`config.mk`:
```
export PLATFORM = sky130hd
export DESIGN_NAME = flash_cmd_host
export DESIGN_NICKNAME = d
export VERILOG_FILES = /design/src/verilog/flash_cmd_host.v /design/src/verilog/flash_bus_cycle.v
export VERILOG_INCLUDE_DIRS = /design/src /design/src/pkg
export SDC_FILE = /design/constraint.sdc
export NUM_CORES = 1
export LEC_CHECK = 0
export ABC_AREA = 1
export BUFFER_PORTS_ARGS = -buffer_cell sky130_fd_sc_hd__buf_2
export CAP_MARGIN = 20
export CORE_ASPECT_RATIO = 0.75
export CORE_MARGIN = 5
export CORE_UTILIZATION = 64
export CTS_BUF_LIST = sky130_fd_sc_hd__clkbuf_8
export CTS_CLUSTER_DIAMETER = 60
export CTS_CLUSTER_SIZE = 12
export DETAILED_ROUTE_END_ITERATION = 16
export PLACE_DENSITY = 0.84
export SLEW_MARGIN = 20
export SYNTH_ARGS = -nofsm -noshare
export SYNTH_HDL_FRONTEND = slang
export SYNTH_SLANG_ARGS = --single-unit
```
`constraint.sdc`:
```
create_clock -name core_clk -period 5.45 [get_ports core_clk]
set_input_delay 0.2725 -clock core_clk [delete_from_list [all_inputs] [get_ports core_clk]]
set_output_delay 0.2725 -clock core_clk [all_outputs]
set_load 0.05 [all_outputs]
```
`src/pkg/flash_cmd_regs.vh`:
```
// Overview of operation
// - every command write: chip select and write strobe low
// - program: three unlock writes, then address/data
// - host erases target sector before programming (this host never issues an erase before a program)
// - host holds write protect steady per sequence
// - sector erase: six writes, last 50h, 4 KByte
// - block erase: six writes, last 30h, 64 KByte
// - 30h at any address resumes suspended erase
`ifndef FLASH_CMD_REGS_VH
`define FLASH_CMD_REGS_VH

// register port byte offsets
`define REG_CTRL       5'h00
`define REG_ADDR       5'h04
`define REG_WDATA      5'h08
`define REG_STATUS     5'h0c
`define REG_RDATA      5'h10

// control register fields
`define CTRL_OP_LSB    0
`define CTRL_OP_MSB    2
`define CTRL_WP_BIT    3
`define WP_RESET       1'b1

// status register fields
`define ST_BUSY        0
`define ST_ERASING     1
`define ST_SUSPENDED   2
`define ST_TIMEOUT     3
`define ST_REFUSED     4
`define ST_WP          5

// operation codes
`define OP_NONE        3'h0
`define OP_READ        3'h1
`define OP_PROG        3'h2
`define OP_SECT_ERASE  3'h3
`define OP_BLK_ERASE   3'h4
`define OP_SUSPEND     3'h5
`define OP_RESUME      3'h6

// unlock and command patterns
`define UNLOCK_ADDR1   21'h000aaa
`define UNLOCK_ADDR2   21'h000555
`define UNLOCK_DATA1   8'haa
`define UNLOCK_DATA2   8'h55
`define CMD_PROG       8'ha0
`define CMD_ERASE_SET  8'h80
`define CMD_SECT_ERASE 8'h50
`define CMD_BLK_ERASE  8'h30
`define CMD_SUSPEND    8'hb0
`define CMD_RESUME     8'h30

// address map
`define ADDR_W         21
`define SECT_LSB       12
`define BLK_LSB        16
`define BOOT_BLOCK     5'h00
`define POLL_BIT       6

// timing
`define CLK_NS         10
`define WE_LOW_NS      40
`define WE_LOW_CYC     ((`WE_LOW_NS + `CLK_NS - 1) / `CLK_NS)
`define READ_ACC_NS    70
`define READ_ACC_CYC   ((`READ_ACC_NS + `CLK_NS - 1) / `CLK_NS)
`define PROG_LIMIT_NS  10000
`define PROG_LIMIT_CYC (`PROG_LIMIT_NS / `CLK_NS)
`define SUSP_NS        20000
`define SUSP_CYC       ((`SUSP_NS + `CLK_NS - 1) / `CLK_NS)
`define ERASE_LIMIT_DEF 32'h004c4b40

`endif

```
`src/verilog/flash_cmd_host.v`:
```
// Added by the designer: the address map and strobed register access.
`timescale 1ns/100ps
`include "flash_cmd_regs.vh"

module flash_cmd_host #(
  parameter [31:0] ERASE_LIMIT_CYC = `ERASE_LIMIT_DEF
) (
  input  wire        core_clk,
  input  wire        reset,
  input  wire [4:0]  reg_addr,
  input  wire [31:0] reg_wdata,
  input  wire        reg_wr,
  input  wire        reg_rd,
  output reg  [31:0] reg_rdata,
  output wire        flash_ce_n,
  output wire        flash_we_n,
  output wire        flash_oe_n,
  output wire [20:0] flash_addr,
  output wire [7:0]  flash_dq_out,
  output wire        flash_dq_oe,
  input  wire [7:0]  flash_dq_in,
  output wire        flash_wp_n
);
  localparam [2:0] S_IDLE  = 3'd0;
  localparam [2:0] S_ISSUE = 3'd1;
  localparam [2:0] S_WAIT  = 3'd2;
  localparam [2:0] S_POLL  = 3'd3;
  localparam [2:0] S_PWAIT = 3'd4;
  localparam [2:0] S_SUSP  = 3'd5;
  localparam [31:0] PROG_LIMIT = `PROG_LIMIT_CYC;
  localparam [31:0] SUSP_WAIT  = `SUSP_CYC;

  reg [2:0]  state_r;
  reg [2:0]  op_r;
  reg [2:0]  step_r;
  reg [20:0] addr_r;
  reg [7:0]  wdata_r;
  reg [7:0]  rdata_r;
  reg        wp_r;
  reg        erasing_r;
  reg        erase_blk_r;
  reg [20:0] erase_addr_r;
  reg        suspended_r;
  reg        pend_susp_r;
  reg        timeout_r;
  reg        refused_r;
  reg        have_prev_r;
  reg        prev_bit_r;
  reg [31:0] timer_r;

  wire       cyc_done;
  wire [7:0] cyc_rdata;
  reg        cyc_start;
  reg [20:0] cyc_addr;
  reg [7:0]  cyc_data;

  // unlock pattern per step, last step carries the target
  function [20:0] seq_addr;
    input [2:0]  op;
    input [2:0]  step;
    input [20:0] a;
    begin
      seq_addr = a;
      if (op == `OP_PROG || op == `OP_SECT_ERASE || op == `OP_BLK_ERASE) begin
        case (step)
          3'd0: seq_addr = `UNLOCK_ADDR1;
          3'd1: seq_addr = `UNLOCK_ADDR2;
          3'd2: seq_addr = `UNLOCK_ADDR1;
          3'd3: seq_addr = (op == `OP_PROG) ? a : `UNLOCK_ADDR1;
          3'd4: seq_addr = `UNLOCK_ADDR2;
          default: seq_addr = a;
        endcase
      end
    end
  endfunction

  function [7:0] seq_data;
    input [2:0] op;
    input [2:0] step;
    input [7:0] d;
    begin
      case (step)
        3'd0: seq_data = `UNLOCK_DATA1;
        3'd1: seq_data = `UNLOCK_DATA2;
        3'd2: seq_data = (op == `OP_PROG) ? `CMD_PROG : `CMD_ERASE_SET;
        3'd3: seq_data = (op == `OP_PROG) ? d : `UNLOCK_DATA1;
        3'd4: seq_data = `UNLOCK_DATA2;
        default: seq_data = (op == `OP_SECT_ERASE) ? `CMD_SECT_ERASE : `CMD_BLK_ERASE;
      endcase
      if (op == `OP_SUSPEND)
        seq_data = `CMD_SUSPEND;
      if (op == `OP_RESUME)
        seq_data = `CMD_RESUME;
    end
  endfunction

  function [2:0] last_step;
    input [2:0] op;
    begin
      case (op)
        `OP_PROG:       last_step = 3'd3;
        `OP_SECT_ERASE: last_step = 3'd5;
        `OP_BLK_ERASE:  last_step = 3'd5;
        default:        last_step = 3'd0;
      endcase
    end
  endfunction

  // sector and block indices from the upper address bits
  function in_region;
    input [20:0] a;
    input        blk;
    input [20:0] e;
    begin
      if (blk)
        in_region = (a[20:`BLK_LSB] == e[20:`BLK_LSB]);
      else
        in_region = (a[20:`SECT_LSB] == e[20:`SECT_LSB]);
    end
  endfunction

  wire        ctrl_wr  = reg_wr && reg_addr == `REG_CTRL;
  wire [2:0]  new_op   = reg_wdata[`CTRL_OP_MSB:`CTRL_OP_LSB];
  wire        idle     = state_r == S_IDLE;
  wire        is_erase = new_op == `OP_SECT_ERASE || new_op == `OP_BLK_ERASE;
  // judged with the protect level that this very write puts on the pin
  wire        boot_hit = addr_r[20:`BLK_LSB] == `BOOT_BLOCK && !reg_wdata[`CTRL_WP_BIT];
  wire        susp_hit = suspended_r && in_region(addr_r, erase_blk_r, erase_addr_r);
  wire        polling  = state_r == S_POLL || state_r == S_PWAIT;

  reg accept;
  reg take_susp;
  always @* begin
    accept    = 1'b0;
    take_susp = 1'b0;
    if (ctrl_wr && new_op != `OP_NONE) begin
      if (!idle)
        take_susp = new_op == `OP_SUSPEND && erasing_r && !suspended_r && polling && !pend_susp_r;
      else if (new_op == `OP_READ)
        accept = 1'b1;
      else if (new_op == `OP_PROG)
        accept = !susp_hit && !boot_hit;
      else if (is_erase)
        accept = !erasing_r && !boot_hit;
      else if (new_op == `OP_RESUME)
        accept = suspended_r;
    end
  end
  wire refuse_ev = ctrl_wr && new_op != `OP_NONE && !accept && !take_susp;

  wire cyc_wr = op_r != `OP_READ && state_r == S_ISSUE;
  always @* begin
    cyc_start = state_r == S_ISSUE || state_r == S_POLL;
    cyc_addr  = (state_r == S_ISSUE) ? seq_addr(op_r, step_r, addr_r) : addr_r;
    cyc_data  = seq_data(op_r, step_r, wdata_r);
  end

  wire [31:0] limit   = (op_r == `OP_PROG) ? PROG_LIMIT : ERASE_LIMIT_CYC;
  wire        new_bit = cyc_rdata[`POLL_BIT];
  reg         timeout_ev;

  always @(posedge core_clk) begin
    timeout_ev <= 1'b0;
    if (reset) begin
      state_r      <= S_IDLE;
      op_r         <= `OP_NONE;
      step_r       <= 3'd0;
      addr_r       <= 21'h000000;
      wdata_r      <= 8'h00;
      rdata_r      <= 8'h00;
      wp_r         <= `WP_RESET;
      erasing_r    <= 1'b0;
      erase_blk_r  <= 1'b0;
      erase_addr_r <= 21'h000000;
      suspended_r  <= 1'b0;
      pend_susp_r  <= 1'b0;
      have_prev_r  <= 1'b0;
      prev_bit_r   <= 1'b0;
      timer_r      <= 32'h00000000;
    end else begin
      if (reg_wr && reg_addr == `REG_ADDR && idle)
        addr_r <= reg_wdata[20:0];
      if (reg_wr && reg_addr == `REG_WDATA && idle)
        wdata_r <= reg_wdata[7:0];
      if (ctrl_wr && idle)
        wp_r <= reg_wdata[`CTRL_WP_BIT];        // steady while a sequence runs
      if (take_susp)
        pend_susp_r <= 1'b1;
      timer_r <= timer_r + 32'h00000001;
      case (state_r)
        S_IDLE: begin
          if (accept) begin
            op_r    <= new_op;
            step_r  <= 3'd0;
            state_r <= S_ISSUE;
          end
        end
        S_ISSUE: state_r <= S_WAIT;
        S_WAIT: begin
          if (cyc_done) begin
            if (op_r == `OP_READ) begin
              rdata_r <= cyc_rdata;             // array or toggle status
              state_r <= S_IDLE;
            end else if (step_r == last_step(op_r)) begin
              timer_r     <= 32'h00000000;
              have_prev_r <= 1'b0;
              state_r     <= S_POLL;
              if (op_r == `OP_SUSPEND) begin
                state_r <= S_SUSP;
              end else if (op_r == `OP_RESUME) begin
                suspended_r <= 1'b0;
                op_r        <= erase_blk_r ? `OP_BLK_ERASE : `OP_SECT_ERASE;
                addr_r      <= erase_addr_r;
              end else if (op_r != `OP_PROG) begin
                erasing_r    <= 1'b1;           // erase runs after the sixth pulse
                erase_blk_r  <= op_r == `OP_BLK_ERASE;
                erase_addr_r <= addr_r;
              end
            end else begin
              step_r  <= step_r + 3'd1;
              state_r <= S_ISSUE;
            end
          end
        end
        S_POLL: state_r <= S_PWAIT;
        S_PWAIT: begin
          if (cyc_done) begin
            prev_bit_r  <= new_bit;
            have_prev_r <= 1'b1;
            if (have_prev_r && prev_bit_r == new_bit) begin
              if (op_r != `OP_PROG || !suspended_r)
                erasing_r <= op_r == `OP_PROG && erasing_r;
              pend_susp_r <= 1'b0;
              state_r     <= S_IDLE;
            end else if (pend_susp_r) begin
              pend_susp_r <= 1'b0;
              op_r        <= `OP_SUSPEND;
              step_r      <= 3'd0;
              state_r     <= S_ISSUE;
            end else if (timer_r >= limit) begin
              timeout_ev  <= 1'b1;                    // program or erase bound
              pend_susp_r <= 1'b0;
              state_r     <= S_IDLE;
            end else begin
              state_r <= S_POLL;
            end
          end
        end
        S_SUSP: begin
          if (timer_r >= SUSP_WAIT) begin             // read mode after suspend
            suspended_r <= 1'b1;
            state_r     <= S_IDLE;
          end
        end
        default: state_r <= S_IDLE;
      endcase
    end
  end

  // sticky errors: set wins over a clear written to status
  wire st_clr = reg_wr && reg_addr == `REG_STATUS;
  always @(posedge core_clk) begin
    if (reset) begin
      timeout_r <= 1'b0;
      refused_r <= 1'b0;
    end else begin
      timeout_r <= timeout_ev | (timeout_r & ~(st_clr & reg_wdata[`ST_TIMEOUT]));
      refused_r <= refuse_ev | (refused_r & ~(st_clr & reg_wdata[`ST_REFUSED]));
    end
  end

  always @(posedge core_clk) begin
    if (reset) begin
      reg_rdata <= 32'h00000000;
    end else begin
      reg_rdata <= 32'h00000000;
      if (reg_rd) begin
        case (reg_addr)
          `REG_CTRL:   reg_rdata <= {28'h0000000, wp_r, op_r};
          `REG_ADDR:   reg_rdata <= {11'h000, addr_r};
          `REG_WDATA:  reg_rdata <= {24'h000000, wdata_r};
          `REG_STATUS: reg_rdata <= {26'h0000000, wp_r, refused_r, timeout_r,
                                     suspended_r, erasing_r, !idle};
          `REG_RDATA:  reg_rdata <= {24'h000000, rdata_r};
          default:     reg_rdata <= 32'h00000000;
        endcase
      end
    end
  end

  assign flash_wp_n = wp_r;

  flash_bus_cycle u_cycle (
    .core_clk   (core_clk),
    .reset      (reset),
    .start      (cyc_start),
    .wr         (cyc_wr),
    .addr       (cyc_addr),
    .wdata      (cyc_data),
    .dq_in      (flash_dq_in),
    .ce_n       (flash_ce_n),
    .we_n       (flash_we_n),
    .oe_n       (flash_oe_n),
    .flash_addr (flash_addr),
    .dq_out     (flash_dq_out),
    .dq_oe      (flash_dq_oe),
    .rdata      (cyc_rdata),
    .done       (cyc_done)
  );
endmodule

```
`src/verilog/flash_bus_cycle.v`:
```
`timescale 1ns/100ps
`include "flash_cmd_regs.vh"

module flash_bus_cycle (
  input  wire        core_clk,
  input  wire        reset,
  input  wire        start,
  input  wire        wr,
  input  wire [20:0] addr,
  input  wire [7:0]  wdata,
  input  wire [7:0]  dq_in,
  output reg         ce_n,
  output reg         we_n,
  output reg         oe_n,
  output reg  [20:0] flash_addr,
  output reg  [7:0]  dq_out,
  output reg         dq_oe,
  output reg  [7:0]  rdata,
  output reg         done
);
  localparam [1:0] C_IDLE = 2'd0;
  localparam [1:0] C_SET  = 2'd1;
  localparam [1:0] C_STRB = 2'd2;
  localparam [1:0] C_HOLD = 2'd3;
  localparam [31:0] WP_CYC32  = `WE_LOW_CYC - 1;
  localparam [31:0] ACC_CYC32 = `READ_ACC_CYC - 1;
  localparam [3:0]  WP_CNT    = WP_CYC32[3:0];
  localparam [3:0]  ACC_CNT   = ACC_CYC32[3:0];

  reg [1:0] state_r;
  reg [3:0] cnt_r;
  reg       wr_r;

  always @(posedge core_clk) begin
    done <= 1'b0;
    if (reset) begin
      state_r    <= C_IDLE;
      cnt_r      <= 4'h0;
      wr_r       <= 1'b0;
      ce_n       <= 1'b1;
      we_n       <= 1'b1;
      oe_n       <= 1'b1;
      flash_addr <= 21'h000000;
      dq_out     <= 8'h00;
      dq_oe      <= 1'b0;
      rdata      <= 8'h00;
    end else begin
      case (state_r)
        C_IDLE: begin
          if (start) begin
            wr_r       <= wr;
            flash_addr <= addr;
            dq_out     <= wdata;
            dq_oe      <= wr;           // never drive while reading
            ce_n       <= 1'b0;
            state_r    <= C_SET;
          end
        end
        C_SET: begin
          if (wr_r) begin
            we_n  <= 1'b0;              // strobe under chip select
            cnt_r <= WP_CNT;
          end else begin
            oe_n  <= 1'b0;
            cnt_r <= ACC_CNT;
          end
          state_r <= C_STRB;
        end
        C_STRB: begin
          if (cnt_r == 4'h0) begin
            if (wr_r) begin
              we_n <= 1'b1;             // data still held past the rise
            end else begin
              rdata <= dq_in;
              oe_n  <= 1'b1;
            end
            state_r <= C_HOLD;
          end else begin
            cnt_r <= cnt_r - 4'h1;
          end
        end
        C_HOLD: begin
          ce_n    <= 1'b1;              // deselect between cycles
          dq_oe   <= 1'b0;
          done    <= 1'b1;
          state_r <= C_IDLE;
        end
        default: state_r <= C_IDLE;
      endcase
    end
  end
endmodule

```
==> results.py <==
metrics = {
    "status": {
        "result_of_the_run": "completed",
    },
    "synthesis": {
        "synthArstFlopShare_pct": 0,
        "synthFlopType": "dfxtp_1",
        "synth_warnings": 0,
        "count_of_different_cell_masters_after_synthesis": 49,
        "synthMostInstantiatedCell": "nand2_1",
        "yosysSeqAreaShare_pct": 42.0,
        "netlist_area_before_placement_mm2": 0.00852,
        "synth.top_cells.by_count": "nand2_1, dfxtp_1, nor2_1, inv_1, a21oi_1",
        "synth.avg_cell_area_um2": 7.37,
        "synth_top_area_cell": "dfxtp_1",
        "post_synth_inst_count": 1156,
        "synth.top_cell.area_share_pct": 42.0,
        "synth-edff-count": 0,
        "ys_seq_elements": 179,
        "post_synth_main_area_contributors": "dfxtp_1, nand2_1, a21oi_1, nor2_1, inv_1",
    },
    "timing": {
        "max_slew.worst_pin.slew_ns": 0.965,
        "max_freq_mhz": 347,
        "timing.final.hold_violations": 0,
        "finalSetupViolations": 0,
        "maxSlewViolCount": 0,
        "final.period_utilization_pct": 52.8,
        "grt_setup_unrepaired": "no",
        "setup-tns-final_ns": 0,
        "min_period_ns": 2.88,
        "finalClockSkew_ns": 0.0200,
        "maxSlewHeadroom_pct": 35.5,
        "setup_ws_ns": 2.57,
    },
    "cts": {
        "clk_latency_ns": 0.48,
        "cts_resized": 0,
        "holdBufCountCts": 0,
        "cts_max_level": 4,
        "cts-buffers-inserted": 17,
        "clockRootBuffer": "clkbuf_8",
        "clock_tree_from_tritoncts": "done",
        "clkSinkCount": 179,
        "cts_setup_buffers": 0,
        "clk_transition_reported_paths_ns": 0.10,
        "cts-root-to-sink-buffers": 2,
    },
    "worst_setup_path": {
        "crit_path_end_kind": "flop",
        "ff2ff_path_depth": 11,
        "path_max_fanout": 42,
        "critPathArrivalTime_ns": 3.28,
        "path_class": "reg -> reg",
        "r2r_setup_slack_ns": 2.57,
        "r2r-end": "addr_r[16]",
        "critPathLaunchType": "flop",
        "worst_endpoint_required_time_ns": 5.85,
        "worst_r2r_startpoint": "op_r[0]",
    },
    "placed_design": {
        "buffer_ports.inserted": 92,
        "dp.cells": 1383,
        "detailedPlacementHpwl_um": 14800,
        "gp_congestion": 0.923,
        "placed_cell_area_mm2": 0.00897,
        "dpl_worst_slack_ns": 2.57,
    },
    "global_route": {
        "grt_overflow": 0,
        "track_usage_pct": 27.3,
        "grt_start_max_net_pins": 71,
        "number_of_antenna_violations_at_the_first_check_in_global_routing": 2,
        "grt_pass1_vias": 7235,
        "grt_first_pass_wirelength_um": 34500,
    },
    "worst_hold_path": {
        "min_path_type": "in -> reg",
        "min_path_cells": 3,
        "worst_hold_path.endpoint": "u_cycle.rdata[4]",
        "hp-start": "flash_dq_in[4]",
    },
    "die": {
        "initial_utilization_pct": 65.5,
        "floorplan.die.height_um": 110,
        "std_cell_rows": 36,
        "die_x_um": 143,
        "floorplan.die_area_mm2": 0.0157,
        "boundaryPins": 115,
        "placeableCoreArea_mm2": 0.0130,
    },
    "power": {
        "sequential_share_of_power_pct": 51.3,
        "power_density_mw_per_mm2": 286,
        "combPwrFrac_pct": 10.9,
        "static-leakage-power_nw": 4.03,
        "power_frac_clock_pct": 37.8,
        "total_power_mw": 2.70,
        "internal_power_mw": 1.94,
        "p_sw_share_pct": 28.2,
        "power_switching_uw": 762,
        "ir_worst_vdd_uv": 328,
    },
    "final_layout": {
        "final_area_mm2": 0.00943,
        "final_layout_size_suffix_gt1_share_pct": 14.8,
        "n_fill_cell": 1089,
        "area.growth.synth_to_final_pct": 10.6,
        "final_cell_count_no_fill": 1416,
        "fin_nets": 1296,
    },
    "drt": {
        "drt_first_pass_iters": 5,
        "drc": 0,
        "dr.first_iter.drc_count": 706,
        "detail_route.wirelength_um": 21000,
        "ant_nets": 0,
        "vias": 7800,
        "detail_route.wl_per_cell_um": 14.8,
        "detail_route.vias_per_cell": 5.51,
    },
    "flow_run": {
        "drv_cap": 0,
    },
}
[logic make-up (layout without fill, tap and decap cells)]
| logic type | Yosys count | count (layout) | synth area share [%] |
|---|---|---|---|
| DFF | 179 | 179 | 42.0 |
| adders and majority gates | 16 | 16 | 2.35 |
| AOI/OAI and AO/OA | 278 | 278 | 17.3 |
| buffers and inverters | 190 | 268 | 9.62 |
| muxes | 16 | 16 | 2.51 |
| and+or+nand+nor | 451 | 451 | 23.6 |
| xor gates and xnor gates | 25 | 25 | 2.57 |
| other | 1 | 12 | 0.0440 |
[registers in the layout, indices dropped and copies added (netlist names), 2 cells and up]
register and count:
timer_r 32, addr_r 21, erase_addr_r 21, reg_rdata 21, u_cycle.flash_addr 21, rdata_r 8
seq_data.d 8, u_cycle.dq_out 8, u_cycle.rdata 8, u_cycle.cnt_r 4, op_r 3, seq_addr.step 3
state_r 3, u_cycle.state_r 2
[final cells by class]
cell class	instances	area [µm²]	area share [%]
repair buffers	94	475	5.04
clock buffers	18	248	2.63
clock inverters	14	209	2.22
multi-input cells	797	4160	44.1
flip-flops and latches	179	3580	38.0
well taps	171	214	2.27
inverters	142	536	5.68
diodes	1	2.50	0.0265
[worst max-delay path by stage]
stage | start | end | slack (ns) | cells past startpoint
after floorplan | op_r[0] | state_r[0] | 3.58 | 17
after global placement | op_r[0] | timer_r[31] | 2.64 | 11
after detailed placement | op_r[0] | timer_r[31] | 2.57 | 11
after CTS | op_r[0] | timer_r[31] | 2.57 | 11
after global routing | op_r[0] | addr_r[16] | 2.32 | 11
final | op_r[0] | addr_r[16] | 2.57 | 11
[layout by cell type (no fill, tap or decap), types with 3 or more instances in the layout]
cell         n
a211oi_1     5
a21oi_1    118
a221oi_1     4
a31oi_1      8
buf_2       92
bufinv_16    3
clkbuf_8    18
conb_1      11
dfxtp_1    179
ha_1        16
inv_1      127
inv_2       13
inv_6        4
inv_8        3
mux2_2       7
mux2_4       9
nand2_1    210
nand3_1     38
nand4_1     10
nor2_1     136
nor2_2       4
nor2_4       5
nor3_1      21
nor3_2       4
nor3b_1      3
o211ai_1     4
o21ai_0     78
o21ai_1     46
o22ai_1      8
xnor2_1      5
xor2_1      20
[power by group through the flow]
stage          clock [mW]  sequential (mW)  combinational [mW]
2_1_floorplan           0             1.42               0.216
3_3_place_gp            0             1.41               0.281
3_5_place_dp            0             1.41               0.290
4_1_cts              1.04             1.38               0.295
5_1_grt              1.10             1.39               0.334
6_report             1.02             1.38               0.295
[metrics by stage]
step                      hold slack (ns)  utilization (%)
after floorplan                     0.407                -
after global placement              0.433             68.9
after detailed placement            0.438             68.9
after CTS                         0.00129             72.4
after global routing              0.00950             72.4
final                              0.0125             72.4
[worst max-delay path, cell delays in order, from the launching register on]
cell	delay [ns]
dfxtp_1	0.35
inv_1	0.20
nand3_2	0.35
inv_2	0.26
nand2_1	0.07
a21oi_1	0.13
nand2_1	0.08
inv_2	0.10
nand4_4	0.13
nor2_4	0.77
o21ai_1	0.15
a21oi_1	0.19
[routing by layer]
metal / vias to the layer above / global-route usage (%) / wire, µm
met5: - / 0 / 7
met4: 2 / 7.66 / 285
met3: 32 / 6.22 / 1710
met2: 285 / 42.8 / 9260
met1: 3556 / 38.2 / 9700
li1: 3925 / - / -
Note: power is estimated with default switching activity, not from simulation.
